[src/rtl/gpio_port_pkg.sv]
package gpio_port_pkg;
  // Pin population
  localparam int NPINS = 13;
  localparam int NGPIO = 5;
  localparam int NLED  = 8;

  // Register indices on the command port
  localparam logic [3:0] ADDR_CMD_TYPE  = 4'h0;
  localparam logic [3:0] ADDR_ARG0      = 4'h1;
  localparam logic [3:0] ADDR_ARG1      = 4'h2;
  localparam logic [3:0] ADDR_ARG2      = 4'h3;
  localparam logic [3:0] ADDR_EXEC      = 4'h4;
  localparam logic [3:0] ADDR_RESP_TYPE = 4'h5;
  localparam logic [3:0] ADDR_RESP_LEN  = 4'h6;
  localparam logic [3:0] ADDR_RESP0     = 4'h7;
  localparam logic [3:0] ADDR_RESP1     = 4'h8;
  localparam logic [3:0] ADDR_RESP2     = 4'h9;
  localparam logic [3:0] ADDR_RESP3     = 4'ha;

  // Packet type codes
  localparam logic [7:0] CMD_STORE  = 8'h04;
  localparam logic [7:0] CMD_SET    = 8'h22;
  localparam logic [7:0] CMD_QUERY  = 8'h23;
  localparam logic [7:0] RESP_FLAG  = 8'h40;
  localparam logic [7:0] ERR_FLAG   = 8'hc0;

  // Payload lengths
  localparam logic [1:0] LEN_STORE  = 2'h0;
  localparam logic [1:0] LEN_QUERY  = 2'h1;
  localparam logic [1:0] LEN_VALUE  = 2'h2;
  localparam logic [1:0] LEN_CONFIG = 2'h3;
  localparam logic [2:0] RLEN_NONE  = 3'h0;
  localparam logic [2:0] RLEN_QUERY = 3'h4;

  // Payload fields
  localparam logic [7:0] IDX_MAX       = 8'h0c;
  localparam logic [7:0] VAL_LOW       = 8'h00;
  localparam logic [7:0] VAL_HIGH      = 8'h64;
  localparam logic [7:0] CFG_RSVD_MASK = 8'hf0;
  localparam int         CFG_FUNC_BIT  = 3;

  // Drive mode codes
  localparam logic [2:0] MODE_HI_PD   = 3'h0;
  localparam logic [2:0] MODE_STRONG  = 3'h1;
  localparam logic [2:0] MODE_HIZ     = 3'h2;
  localparam logic [2:0] MODE_PU_LO   = 3'h3;
  localparam logic [2:0] MODE_SHI_Z   = 3'h4;
  localparam logic [2:0] MODE_SLOW    = 3'h5;
  localparam logic [2:0] MODE_RSVD    = 3'h6;
  localparam logic [2:0] MODE_Z_SLO   = 3'h7;

  // Factory settings: sense pin as input, control pins driving
  localparam logic [7:0] FACTORY_VALUE   = 8'h00;
  localparam logic [3:0] FACTORY_CFG     = 4'h2;
  localparam logic [3:0] FACTORY_CFG_DRV = 4'h1;

  // Timing
  localparam int CLK_PERIOD_NS    = 5;
  localparam int PWM_PERIOD_NS    = 10_000_000;
  localparam int PWM_STEPS        = 100;
  localparam int SAMPLE_PERIOD_NS = 31_250_000;
  localparam int PWM_STEP_CYCLES  = PWM_PERIOD_NS / (CLK_PERIOD_NS * PWM_STEPS);
  localparam int SAMPLE_CYCLES    = SAMPLE_PERIOD_NS / CLK_PERIOD_NS;

  function automatic logic [3:0] factory_cfg(input int i);
    factory_cfg = (i == 2 || i == 3) ? FACTORY_CFG_DRV : FACTORY_CFG;
  endfunction : factory_cfg
endpackage : gpio_port_pkg

[src/rtl/packet_gpio_port.sv]
`timescale 1ns/1ps
// Functional notes
// - Five bidirectional pins, each input or output, shared with host power functions.
// - Output drives high, low, or 100 Hz PWM with programmable duty.
// - Every pin sampled at 32 Hz; last sample reported as state.
// - Rising and falling edges between samples latched since last query.
// - Pull-up mode with floating pin reads one, grounded reads zero.
// - Set command 0x22: two bytes value only, three bytes adds configuration.
// - Index 0-4 bidirectional pins, 5-12 LED dies, 13 and up rejected.
// - Value 0 low, 1-99 duty percent, 100 high, above invalid.
// - Drive modes decode to strong, slow, resistive and high-impedance levels.
// - Drive mode 110 rejected with an error response.
// - Function bit on pins 0-4: zero default function, one user control.
// - Pin 1 senses host power, pin 2 power control, pin 3 reset.
// - Pin configuration saved by store command and restored after each rst_n reset; power-on returns it to factory.
// - Successful set answered with type 0x62 and empty payload.
// - Query 0x23 carries one byte pin index, same numbering as set.
// - Query answer 0x63: index, state byte, value, configuration.
// - State byte: bit 0 level, bit 1 falling, bit 2 rising.
module packet_gpio_port #(
  parameter int PWM_STEP = gpio_port_pkg::PWM_STEP_CYCLES,
  parameter int SAMPLE   = gpio_port_pkg::SAMPLE_CYCLES
) (
  // Clock and resets
  input  wire logic                             clock,
  input  wire logic                             rst_n,
  input  wire logic                             por_n,
  // Command port
  input  wire logic [3:0]                       addr,
  input  wire logic [7:0]                       wdata,
  input  wire logic                             wr_en,
  input  wire logic                             rd_en,
  output logic      [7:0]                       rdata,
  // Bidirectional pins
  input  wire logic [gpio_port_pkg::NGPIO-1:0]  gpio_in,
  output logic      [gpio_port_pkg::NGPIO-1:0]  gpio_out,
  output logic      [gpio_port_pkg::NGPIO-1:0]  gpio_oe,
  output logic      [gpio_port_pkg::NGPIO-1:0]  gpio_pull_up,
  output logic      [gpio_port_pkg::NGPIO-1:0]  gpio_pull_down,
  output logic      [gpio_port_pkg::NGPIO-1:0]  gpio_slow,
  // LED dies
  output logic      [gpio_port_pkg::NLED-1:0]   led_out,
  // Default host power function
  input  wire logic [gpio_port_pkg::NGPIO-1:0]  dflt_level,
  output logic                                  host_power_sense
);
  import gpio_port_pkg::*;

  localparam int STEP_W = $clog2(PWM_STEP);
  localparam int SAMP_W = $clog2(SAMPLE);

  // Drive decode: {oe, out, pull_up, pull_down}
  function automatic logic [3:0] drive(input logic [2:0] mode, input logic lvl);
    case (mode)
      MODE_HI_PD:  drive = lvl ? 4'b1100 : 4'b0001;
      MODE_STRONG: drive = {1'b1, lvl, 2'b00};
      MODE_PU_LO:  drive = lvl ? 4'b0010 : 4'b1000;
      MODE_SHI_Z:  drive = lvl ? 4'b1100 : 4'b0000;
      MODE_SLOW:   drive = {1'b1, lvl, 2'b00};
      MODE_Z_SLO:  drive = lvl ? 4'b0000 : 4'b1000;
      default:     drive = 4'b0000;
    endcase
  endfunction : drive

  function automatic logic is_slow(input logic [2:0] mode);
    is_slow = (mode == MODE_SHI_Z) || (mode == MODE_SLOW) || (mode == MODE_Z_SLO);
  endfunction : is_slow

  // Pin synchroniser
  logic [NGPIO-1:0] sync1_q;
  logic [NGPIO-1:0] sync2_q;

  always_ff @(posedge clock or negedge rst_n) begin
    if (!rst_n) begin
      sync1_q <= '0;
      sync2_q <= '0;
    end else begin
      sync1_q <= gpio_in;
      sync2_q <= sync1_q;
    end
  end

  // PWM step and sample timers
  logic [STEP_W-1:0] step_cnt_q;
  logic [6:0]        pct_q;
  logic [SAMP_W-1:0] samp_cnt_q;
  wire               step_tick = (step_cnt_q == STEP_W'(PWM_STEP - 1));
  wire               samp_tick = (samp_cnt_q == SAMP_W'(SAMPLE - 1));

  always_ff @(posedge clock or negedge rst_n) begin
    if (!rst_n) begin
      step_cnt_q <= '0;
      pct_q      <= '0;
      samp_cnt_q <= '0;
    end else begin
      step_cnt_q <= step_tick ? '0 : step_cnt_q + 1'b1;
      if (step_tick) begin
        pct_q <= (pct_q == 7'(PWM_STEPS - 1)) ? '0 : pct_q + 1'b1;
      end
      samp_cnt_q <= samp_tick ? '0 : samp_cnt_q + 1'b1;
    end
  end

  // Command and response registers
  logic [7:0] type_q;
  logic [7:0] arg0_q;
  logic [7:0] arg1_q;
  logic [7:0] arg2_q;
  logic [1:0] len_q;
  logic [7:0] resp_type_q;
  logic [2:0] resp_len_q;
  logic [7:0] resp_q [4];

  // Pin settings, live and boot copy
  logic [7:0]       value_q      [NPINS];
  logic [3:0]       cfg_q        [NPINS];
  logic [7:0]       boot_value_q [NPINS];
  logic [3:0]       boot_cfg_q   [NPINS];
  logic             restore_q;
  logic [NPINS-1:0] samp_q;
  logic [NPINS-1:0] rise_q;
  logic [NPINS-1:0] fall_q;
  logic [NLED-1:0]  led_q;

  // Command decode
  wire exec     = wr_en && (addr == ADDR_EXEC);
  // Length rides on the execute write itself, so the stored copy is one command late
  wire [1:0] len_now = exec ? wdata[1:0] : len_q;
  wire idx_ok   = (arg0_q <= IDX_MAX);
  wire val_ok   = (arg1_q <= VAL_HIGH);
  wire cfg_ok   = ((arg2_q & CFG_RSVD_MASK) == 8'h00) &&
                  (arg2_q[2:0] != MODE_RSVD);
  wire len_ok   = (len_now == LEN_VALUE) || ((len_now == LEN_CONFIG) && cfg_ok);
  wire set_ok   = (type_q == CMD_SET) && idx_ok && val_ok && len_ok;
  wire query_ok = (type_q == CMD_QUERY) && (len_now == LEN_QUERY) && idx_ok;
  wire store_ok = (type_q == CMD_STORE) && (len_now == LEN_STORE);
  wire cmd_ok   = set_ok || query_ok || store_ok;
  wire [3:0] pin = arg0_q[3:0];

  // Selected pin view for the query answer
  logic [7:0] sel_value;
  logic [3:0] sel_cfg;
  logic       sel_samp;
  logic       sel_rise;
  logic       sel_fall;

  always_comb begin
    sel_value = VAL_LOW;
    sel_cfg   = '0;
    sel_samp  = 1'b0;
    sel_rise  = 1'b0;
    sel_fall  = 1'b0;
    for (int i = 0; i < NPINS; i++) begin
      if (4'(i) == pin) begin
        sel_value = value_q[i];
        sel_cfg   = cfg_q[i];
        sel_samp  = samp_q[i];
        sel_rise  = rise_q[i];
        sel_fall  = fall_q[i];
      end
    end
  end

  // Requested level per pin; default function takes over when F is clear
  logic [NPINS-1:0] req_level;

  always_comb begin
    for (int i = 0; i < NPINS; i++) begin
      if (value_q[i] == VAL_LOW) begin
        req_level[i] = 1'b0;
      end else if (value_q[i] >= VAL_HIGH) begin
        req_level[i] = 1'b1;
      end else begin
        req_level[i] = ({1'b0, pct_q} < value_q[i]);
      end
    end
    for (int g = 0; g < NGPIO; g++) begin
      if (!cfg_q[g][CFG_FUNC_BIT]) begin
        req_level[g] = dflt_level[g];
      end
    end
  end

  // Level seen by the sampler: pins from the synchroniser, LEDs from their driver
  wire [NPINS-1:0] pin_now = {led_q, sync2_q};
  wire [NPINS-1:0] rise_ev = {NPINS{samp_tick}} & pin_now & ~samp_q;
  wire [NPINS-1:0] fall_ev = {NPINS{samp_tick}} & ~pin_now & samp_q;
  wire [NPINS-1:0] clr_mask = (exec && query_ok) ? (NPINS'(1) << pin) : '0;

  // Sampling and edge latches; a new edge beats a clear in the same cycle
  always_ff @(posedge clock or negedge rst_n) begin
    if (!rst_n) begin
      samp_q <= '0;
      rise_q <= '0;
      fall_q <= '0;
    end else begin
      if (samp_tick) begin
        samp_q <= pin_now;
      end
      rise_q <= (rise_q & ~clr_mask) | rise_ev;
      fall_q <= (fall_q & ~clr_mask) | fall_ev;
    end
  end

  // Command register writes
  always_ff @(posedge clock or negedge rst_n) begin
    if (!rst_n) begin
      type_q <= '0;
      arg0_q <= '0;
      arg1_q <= '0;
      arg2_q <= '0;
      len_q  <= '0;
    end else if (wr_en) begin
      case (addr)
        ADDR_CMD_TYPE: type_q <= wdata;
        ADDR_ARG0:     arg0_q <= wdata;
        ADDR_ARG1:     arg1_q <= wdata;
        ADDR_ARG2:     arg2_q <= wdata;
        ADDR_EXEC:     len_q  <= wdata[1:0];
        default:       ;
      endcase
    end
  end

  // Response generation; stands until the next execute
  always_ff @(posedge clock or negedge rst_n) begin
    if (!rst_n) begin
      resp_type_q <= '0;
      resp_len_q  <= RLEN_NONE;
      for (int k = 0; k < 4; k++) begin
        resp_q[k] <= '0;
      end
    end else if (exec) begin
      resp_type_q <= cmd_ok ? (type_q | RESP_FLAG) : (type_q | ERR_FLAG);
      resp_len_q  <= query_ok ? RLEN_QUERY : RLEN_NONE;
      resp_q[0]   <= query_ok ? arg0_q : 8'h00;
      resp_q[1]   <= query_ok ? {5'h00, sel_rise, sel_fall, sel_samp} : 8'h00;
      resp_q[2]   <= query_ok ? sel_value : 8'h00;
      resp_q[3]   <= query_ok ? {4'h0, sel_cfg} : 8'h00;
    end
  end

  // Boot copy survives rst_n; only power-on returns it to factory
  always_ff @(posedge clock or negedge por_n) begin
    if (!por_n) begin
      for (int i = 0; i < NPINS; i++) begin
        boot_value_q[i] <= FACTORY_VALUE;
        boot_cfg_q[i]   <= factory_cfg(i);
      end
    end else if (exec && store_ok) begin
      for (int i = 0; i < NPINS; i++) begin
        boot_value_q[i] <= value_q[i];
        boot_cfg_q[i]   <= cfg_q[i];
      end
    end
  end

  // Live settings: reload boot copy after reset, then apply set commands
  always_ff @(posedge clock or negedge rst_n) begin
    if (!rst_n) begin
      restore_q <= 1'b1;
      for (int i = 0; i < NPINS; i++) begin
        value_q[i] <= FACTORY_VALUE;
        cfg_q[i]   <= factory_cfg(i);
      end
    end else begin
      restore_q <= 1'b0;
      for (int i = 0; i < NPINS; i++) begin
        if (restore_q) begin
          value_q[i] <= boot_value_q[i];
          cfg_q[i]   <= boot_cfg_q[i];
        end else if (exec && set_ok && (4'(i) == pin)) begin
          value_q[i] <= arg1_q;
          if (len_now == LEN_CONFIG) begin
            cfg_q[i] <= arg2_q[3:0];
          end
        end
      end
    end
  end

  // Pin and LED drivers, registered so the pads never see decode glitches
  always_ff @(posedge clock or negedge rst_n) begin
    if (!rst_n) begin
      gpio_oe        <= '0;
      gpio_out       <= '0;
      gpio_pull_up   <= '0;
      gpio_pull_down <= '0;
      gpio_slow      <= '0;
      led_q          <= '0;
    end else begin
      for (int g = 0; g < NGPIO; g++) begin
        {gpio_oe[g], gpio_out[g], gpio_pull_up[g], gpio_pull_down[g]} <=
          drive(cfg_q[g][2:0], req_level[g]);
        gpio_slow[g] <= is_slow(cfg_q[g][2:0]);
      end
      led_q <= req_level[NPINS-1:NGPIO];
    end
  end

  assign led_out          = led_q;
  assign host_power_sense = sync2_q[1];

  // Read mux; unmapped indices read zero
  logic [7:0] rd_mux;

  always_comb begin
    case (addr)
      ADDR_CMD_TYPE:  rd_mux = type_q;
      ADDR_ARG0:      rd_mux = arg0_q;
      ADDR_ARG1:      rd_mux = arg1_q;
      ADDR_ARG2:      rd_mux = arg2_q;
      ADDR_EXEC:      rd_mux = {6'h00, len_q};
      ADDR_RESP_TYPE: rd_mux = resp_type_q;
      ADDR_RESP_LEN:  rd_mux = {5'h00, resp_len_q};
      ADDR_RESP0:     rd_mux = resp_q[0];
      ADDR_RESP1:     rd_mux = resp_q[1];
      ADDR_RESP2:     rd_mux = resp_q[2];
      ADDR_RESP3:     rd_mux = resp_q[3];
      default:        rd_mux = 8'h00;
    endcase
  end

  // Read data valid only in the cycle after the strobe
  always_ff @(posedge clock or negedge rst_n) begin
    if (!rst_n) begin
      rdata <= '0;
    end else begin
      rdata <= rd_en ? rd_mux : 8'h00;
    end
  end
endmodule : packet_gpio_port

[config.mk]
export PLATFORM = sky130hd
export DESIGN_NAME = packet_gpio_port
export DESIGN_NICKNAME = d
export VERILOG_FILES = /design/src/rtl/gpio_port_pkg.sv /design/src/rtl/packet_gpio_port.sv
export SDC_FILE = /design/constraint.sdc
export NUM_CORES = 1
export LEC_CHECK = 0
export BUFFER_PORTS_ARGS = -buffer_cell sky130_fd_sc_hd__buf_2
export CAP_MARGIN = 20
export CORE_MARGIN = 2
export CORE_UTILIZATION = 40
export DETAILED_ROUTE_END_ITERATION = 12
export GPL_ROUTABILITY_DRIVEN = 0
export PLACE_DENSITY_LB_ADDON = 0.2
export SLEW_MARGIN = 10
export SYNTH_ARGS = -nofsm -noshare
export SYNTH_HDL_FRONTEND = slang
export SYNTH_SLANG_ARGS = --single-unit
[constraint.sdc]
create_clock -name clock -period 3.03 [get_ports clock]
set_input_delay 0.606 -clock clock [delete_from_list [all_inputs] [get_ports clock]]
set_output_delay 0.606 -clock clock [all_outputs]
set_load 0.005 [all_outputs]
# Word level (Yosys, flattened, before mapping)
# Index checks and enable logic that the tools add are counted.
[op_classes] n_addsub=3 n_lt_le_gt_ge=28 n_eq_ne=57 shifts=1 muxes=187 bitwise_logic=11 n_reduce_logical=97
[op_table] operator="2-to-1 mux 8 bit" count=43
[op_table] operator="2-to-1 mux 4 bit" count=61
[op_table] operator="logical NOT 8 bit" count=14
[op_table] operator="greater-or-equal comparator 8 x 7 -> 1 bit, second input constant" count=13
[op_table] operator="< comparator 7 x 8 -> 1 bit" count=13
[op_table] operator="one-hot mux 4 bit (5 select lines)" count=5
[op_table] operator="one-hot mux 8 bit (11 select lines)" count=1
[op_table] operator="AND 13 bit" count=6
[op_table] operator="2-to-1 mux 1 bit" count=70
[op_table] operator="== test 3 bit, second input constant" count=15
[op_table] operator="NOT 13 bit" count=3
[op_table] operator="AND reduction 2 bit" count=18
[op_table] operator="nonzero test 2 bit" count=14
[op_table] operator="bitwise OR 13 bit" count=2
[op_table] operator="logical AND 1 bit" count=25
[op_table] operator="adder 23 x 1 -> 23 bit, second input constant" count=1
[op_table] operator="== test 23 bit, second input constant" count=1
[op_table] operator="2-to-1 mux 23 bit" count=1
[op_table] operator="== test 4 bit, first input constant" count=5
[op_table] operator="== test 3 x 4 -> 1 bit, first input constant" count=4
[op_table] operator="== test 4 x 3 -> 1 bit, second input constant" count=4
[op_table] operator="== test 8 x 6 -> 1 bit, second input constant" count=2
[op_table] operator="adder 15 x 1 -> 15 bit, second input constant" count=1
[op_table] operator="== test 15 bit, second input constant" count=1
[op_table] operator="26 further kinds" count=61
[totals] register_bits=525 in_bits=27

# Depth between registers and ports, before layout
[depth] depth_word=15 depth_mapped=11 mapped_depth_nobuf=8

# Worst setup path after synthesis
# No wires, ideal clock.
[synth_path] path_type="input -> register" start="input addr[3]" end="register cfg_q[23] (netlist bit)" arrival_time_ns=2.504 t_required_ns=2.899 path_slack_ns=0.395 stages=11 cell_sequence="buf_2 > nor2b_1 > buf_4 > nand3_1 > a2111o_1 > buf_6 > or2_1 > buf_6 > buf_6 > a22oi_1 > o21ai_1"
[synth_via] elab_chain_len=11 word_cells_on_any_way=13 cone_classes="eq/ne: 3; mux: 1; reduce/logical: 9"
[synth_rtl] element="start: declaration" line="packet_gpio_port.sv:29" rtl="input wire logic [3:0] addr,"
[synth_rtl] element="== test 4 x 3 -> 1 bit *" line="packet_gpio_port.sv:126" rtl="wire exec = wr_en && (addr == ADDR_EXEC);"
[synth_rtl] element="logical AND 1 bit *" line="packet_gpio_port.sv:126"
[synth_rtl] element="2-to-1 mux 2 bit" line="packet_gpio_port.sv:128" rtl="wire [1:0] len_now = exec ? wdata[1:0] : len_q;"
[synth_rtl] element="== test 2 bit" line="packet_gpio_port.sv:133, packet_gpio_port.sv:274"
[synth_rtl] element="logical AND 1 bit" line="packet_gpio_port.sv:133" rtl="wire len_ok = (len_now == LEN_VALUE) || ((len_now == LEN_CONFIG) && cfg_ok);"
[synth_rtl] element="logical OR 1 bit" line="packet_gpio_port.sv:133"
[synth_rtl] element="logical AND 1 bit" line="packet_gpio_port.sv:134" rtl="wire set_ok = (type_q == CMD_SET) && idx_ok && val_ok && len_ok;"
[synth_rtl] element="logical AND 1 bit (2 in a row)" line="packet_gpio_port.sv:272" rtl="end else if (exec && set_ok && (4'(i) == pin)) begin"
[synth_rtl] element="nonzero test 2 bit (no source line)"
[synth_rtl] element="AND reduction 2 bit (no source line) *"
[synth_rtl] element="end signal: indexed assignment" line="packet_gpio_port.sv:264" rtl="cfg_q[i] <= factory_cfg(i);"
[synth_rtl] element="end signal: indexed assignment" line="packet_gpio_port.sv:271" rtl="cfg_q[i] <= boot_cfg_q[i];"
[synth_rtl] element="end signal: indexed assignment" line="packet_gpio_port.sv:275" rtl="cfg_q[i] <= arg2_q[3:0];"
[synth_rtl] element="end: declaration" line="packet_gpio_port.sv:116" rtl="logic [3:0] cfg_q [NPINS];"
# Every way passes the cells marked *; elsewhere a longest branch is shown, timed or not.
# A chain may end at the register's enable or synchronous reset.

# Worst setup path in the final report
[layout_path] start="register arg2_q[5]" end="register value_q[50] (netlist bit)"
[layout_via] elab_chain_len=8
[layout_rtl] element="start: declaration" line="packet_gpio_port.sv:108" rtl="logic [7:0] arg2_q;"
[layout_rtl] element="start signal: assignment" line="packet_gpio_port.sv:218" rtl="ADDR_ARG2: arg2_q <= wdata;"
[layout_rtl] element="logical NOT 8 bit" line="packet_gpio_port.sv:131" rtl="wire cfg_ok = ((arg2_q & CFG_RSVD_MASK) == 8'h00) &&"
[layout_rtl] element="logical AND 1 bit" line="packet_gpio_port.sv:131"
[layout_rtl] element="logical AND 1 bit" line="packet_gpio_port.sv:133"
[layout_rtl] element="logical OR 1 bit" line="packet_gpio_port.sv:133"
[layout_rtl] element="logical AND 1 bit" line="packet_gpio_port.sv:134"
[layout_rtl] element="logical AND 1 bit (2 in a row)" line="packet_gpio_port.sv:272"
[layout_rtl] element="nonzero test 2 bit (no source line)"
[layout_rtl] element="end signal: indexed assignment" line="packet_gpio_port.sv:270" rtl="value_q[i] <= boot_value_q[i];"
[layout_rtl] element="end signal: indexed assignment" line="packet_gpio_port.sv:273" rtl="value_q[i] <= arg1_q;"
[layout_rtl] element="end: declaration" line="packet_gpio_port.sv:115" rtl="logic [7:0] value_q [NPINS];"
# No other way between the ends.

==> metrics list <==
* DR pass1 iterations: 9
- Power Density: 571.6 mW/mm^2
* Global routing met2 resource utilization: a little over a third
- CTS buffer count: 55
- The worst-case IR drop observed on VDD is around 0.0004 V.
- Global routing used between 20% and 30% of the available tracks.
- For this configuration, the core starts out at a cell density of between 40 and 50%.
- Data arrival time of the critical path: about 3.3 ns
* Pleak: between 10 and 15 nW
- Power Internal: about 12 mW
* N_diodes: 0
- Once the clock tree was built, the setup fixing pass inserted 0 buffers.
* Count of input and output buffers: approximately 70
* Portion of total power attributed to sequential cells: between 40% and 50%
- After layout, the minimum clock period comes to approximately 2.8 ns.
* Routed wire per std cell: between 20 and 25 um
* GRT met3 Usage: a little over 4%
- Net switching fraction of the power: between 20% and 30%
* Setup TNS: 0 ns
- Across all layers, the routed design uses roughly 20000 vias.
- In the synthesized netlist the async set-or-reset flop fraction comes to 100.0%.
- Final hold analysis gives a worst-case slack of -0.0004176 ns.
- Final cycle utilization of the critical path: 93.01%
- In this run the remaining antenna-violating nets after routing total 0.
* Final Setup Violations: 0
- The share of total power dissipated in the clock network is between 40% and 50%.
- Final HPWL from detailed placement: about 53000 um
- Number of synthesized register bits: 514
- The final reports fail on negative hold slack.
- Placement Rows: 92
* Fraction of the mapped netlist area in adder cells: under 10%
* Area fraction in and, or, nand and nor cells after synthesis: around 14%
- At the later pin of the worst-skew pair, clock insertion delay measures 0.62 ns.
* Post-Syn Area per Cell: 10.33 sq um
- Post-Place Worst Slack: 0.1592 ns
- In the post-route analysis, the smallest setup slack over all paths is around 0.21 ns.
- The clock net in this run drives a total of a little over 500 sinks.
- Violation count after the first detailed-routing iteration: ~1900
- By area, the combinational part of the netlist is dominated by compound AO/OA/AOI/OAI gates.
- In this run, post-CTS hold repair placed 0 buffers.
- Total wire length after detailed routing: 76890 um
* Crit end category: flip-flop
- Of the synthesized area, sequential elements account for about half.
- Synth-to-Final Area Change: 15.54%
- The number of nets handed over by synthesis was approximately 2600.
- Root buf cell: clkbuf_16
- Crit start category: flip-flop
- The synthesized netlist devotes 1.061% of its cell area to XOR and XNOR gates.
* Outcome: complete, but fails checks
* Clk_skew: ~0.018 ns
* Instance count of the mapped netlist: about 2500
* Initial antenna violation count: 1
- In this run the tightest slew margin relative to its limit is a little under a third.
* Max-slew violation count: 0
- The synthesized design contains 0 enable-type register cells.
* Setup repair after global routing missed its margin: false
- Highest-count cells in the layout ignoring fill and taps: dfrtp_1, nand2_1, o21ai_0
* CTS max path bufs: 3
- Synthesized cell area: between 0.02 and 0.03 sq mm
* DR vias/cell: approximately 5.8
* CTS tree: built
- The library cell used most frequently in the layout, excluding fill and tap cells, is dfrtp_1.
* Synth warn: 0
* Share of final-layout standard cells stronger than drive strength 1: between 10% and 20%
* Met1 usage: 32.81%
* Final hold violation count: 1
* Top Usage Layer GRT: met2
- For the pin with the worst max-slew slack, the measured transition is between 1 and 1.5 ns.
- Path category of the worst min-delay check: input pin to async pin
- Net switching component of the power: approximately 4.5 mW
- Distinct cell type count after synthesis: 73
* Maximum number of pins on one net before global-route repair: 190
* Final #Nets: about 2700
- The first global-routing pass estimated between 100000 and 150000 um of wire.
- Area of the placeable core: 0.06320 sq mm
* Multiplexer share of the synthesized area: 10.84%
* Number of DRC violations after detailed routing: 0
- Global routing finished with a remaining overflow of 0.
- Io pins: around 70
- CP max FO: 21
* Critical Setup Path Class: flip-flop to flip-flop
- In the synthesized netlist the dominant register cell turns out to be dfrtp_1.
* Share of the synthesized area in compound gates (AO/OA/AOI/OAI): between 10% and 20%
- Number of violations of the max-capacitance limit: 0
* Clock edge transition at the registers on the reported setup and hold paths: approximately 0.060 ns
- Data required time at the worst endpoint: 3.48 ns
- Number of H-tree levels: 2
- In this run, post-CTS repair resized a total of 0 instances.
- From left edge to right edge, the die measures about 260 um.
- Die Span Y: ~260 um
- Comb pwr share: 12.7%
- Area of the die: about 0.066 sq mm
* Highest Clock Rate: 354.8 MHz
- Number of global-route vias before repair: 19641
logic make-up (layout without fill, tap and decap cells):
group / Yosys count / in the layout
xor gates and xnor gates: 31 / 31
and+or+nand+nor: 733 / 733
other: 1 / 1
adders and majority gates: 81 / 81
buffers and inverters: 259 / 398
AOI/OAI and AO/OA: 621 / 621
DFF: 514 / 514
muxes: 237 / 237
flip-flops by register name, summed over array words and instances, names as in the netlist, 15 cells and up:
name,count
value_q,104
samp_cnt_q,23
cfg_q,52
step_cnt_q,15
boot_value_q,104
resp_q,23
boot_cfg_q,52
path summary, 6_finish.rpt:
path,endpoint,startpoint,cells past startpoint,slack [ns]
max,value_q[50]$_DFFE_PN0P_,arg2_q[5]$_DFFE_PN0P_,8,0.21
min,rdata[3]$_DFF_PN0_,rst_n,1,-0.0004
max reg2reg,value_q[50]$_DFFE_PN0P_,arg2_q[5]$_DFFE_PN0P_,8,0.21
min reg2reg,sync2_q[2]$_DFF_PN0_,sync1_q[2]$_DFF_PN0_,0,0.35
max in group asynchronous,cfg_q[40]$_DFFE_PN1P_,rst_n,2,2.20
min in group clock,sync1_q[0]$_DFF_PN0_,gpio_in[0],1,0.09
through the flow:
step	std cells	cell area (sq um)	hold slack, ns	total power [mW]	util (%)
after floorplan	2477	25580	0.3104	8.367	-
after global placement	3363	27550	0.3354	9.504	43.60
after detailed placement	3363	27550	0.3379	9.528	43.60
after CTS	3462	29550	0.009239	17.00	46.76
after global routing	3462	29550	0.03309	17.45	46.76
final	3462	29550	-0.0004176	16.89	46.76
synthesized netlist by cell type (15+ instances only):
| master | number | area [sq um] |
|---|---|---|
| nand3_1 | 61 | 305.3 |
| clkbuf_1 | 131 | 491.7 |
| mux2i_1 | 106 | 1061 |
| o21ai_0 | 242 | 1211 |
| mux4_2 | 21 | 473.0 |
| nor2b_1 | 26 | 162.7 |
| a222oi_1 | 32 | 320.3 |
| nand2b_1 | 26 | 162.7 |
| nand3b_1 | 41 | 307.8 |
| a21oi_1 | 59 | 295.3 |
| nand2_1 | 364 | 1366 |
| nor4_1 | 16 | 100.1 |
| inv_1 | 93 | 349.1 |
| mux2_2 | 110 | 1239 |
| ha_1 | 81 | 1013 |
| nor3_1 | 25 | 125.1 |
| dfstp_2 | 27 | 709.4 |
| xnor2_1 | 15 | 131.4 |
| dfrtp_1 | 487 | 12190 |
| nand4_1 | 19 | 118.9 |
| xor2_1 | 16 | 140.1 |
| a21o_1 | 16 | 120.1 |
| o21ai_1 | 69 | 345.3 |
| nor2_1 | 66 | 247.7 |
| or3_1 | 18 | 112.6 |
| a22oi_1 | 83 | 623.1 |
power by group through the flow:
stage / logic [mW] / registers [mW] / clock network (mW)
after floorplan: 1.05 / 7.32 / 0
after global placement: 2.11 / 7.39 / 0
after detailed placement: 2.13 / 7.40 / 0
after CTS: 2.14 / 7.28 / 7.59
after global routing: 2.28 / 7.30 / 7.87
final: 2.15 / 7.28 / 7.46
worst max-delay path, cell delays in order (launching register included):
cell	delay, ns
dfrtp_1	0.42
nor4_1	0.53
a2bb2oi_1	0.21
a2111o_1	0.46
buf_12	0.19
or3_1	0.37
buf_4	0.21
mux2i_1	0.15
o21ai_0	0.10
final cells by class:
type / count / area [sq um]
fillers: 5853 / 33640
clock buffers: 80 / 1643
repair buffers: 205 / 1610
flip-flops and latches: 514 / 12900
inverters: 94 / 352.8
multi-input cells: 1704 / 11630
clock inverters: 19 / 355.3
well taps: 846 / 1059
layer usage:
metal	part of all wire (%)	vias to the layer above
li1	-	9112
met5	0.017	-
met3	6.6	154
met2	46	659
met4	3.6	2
met1	44	9985
Note: power is estimated with default switching activity, not from simulation.
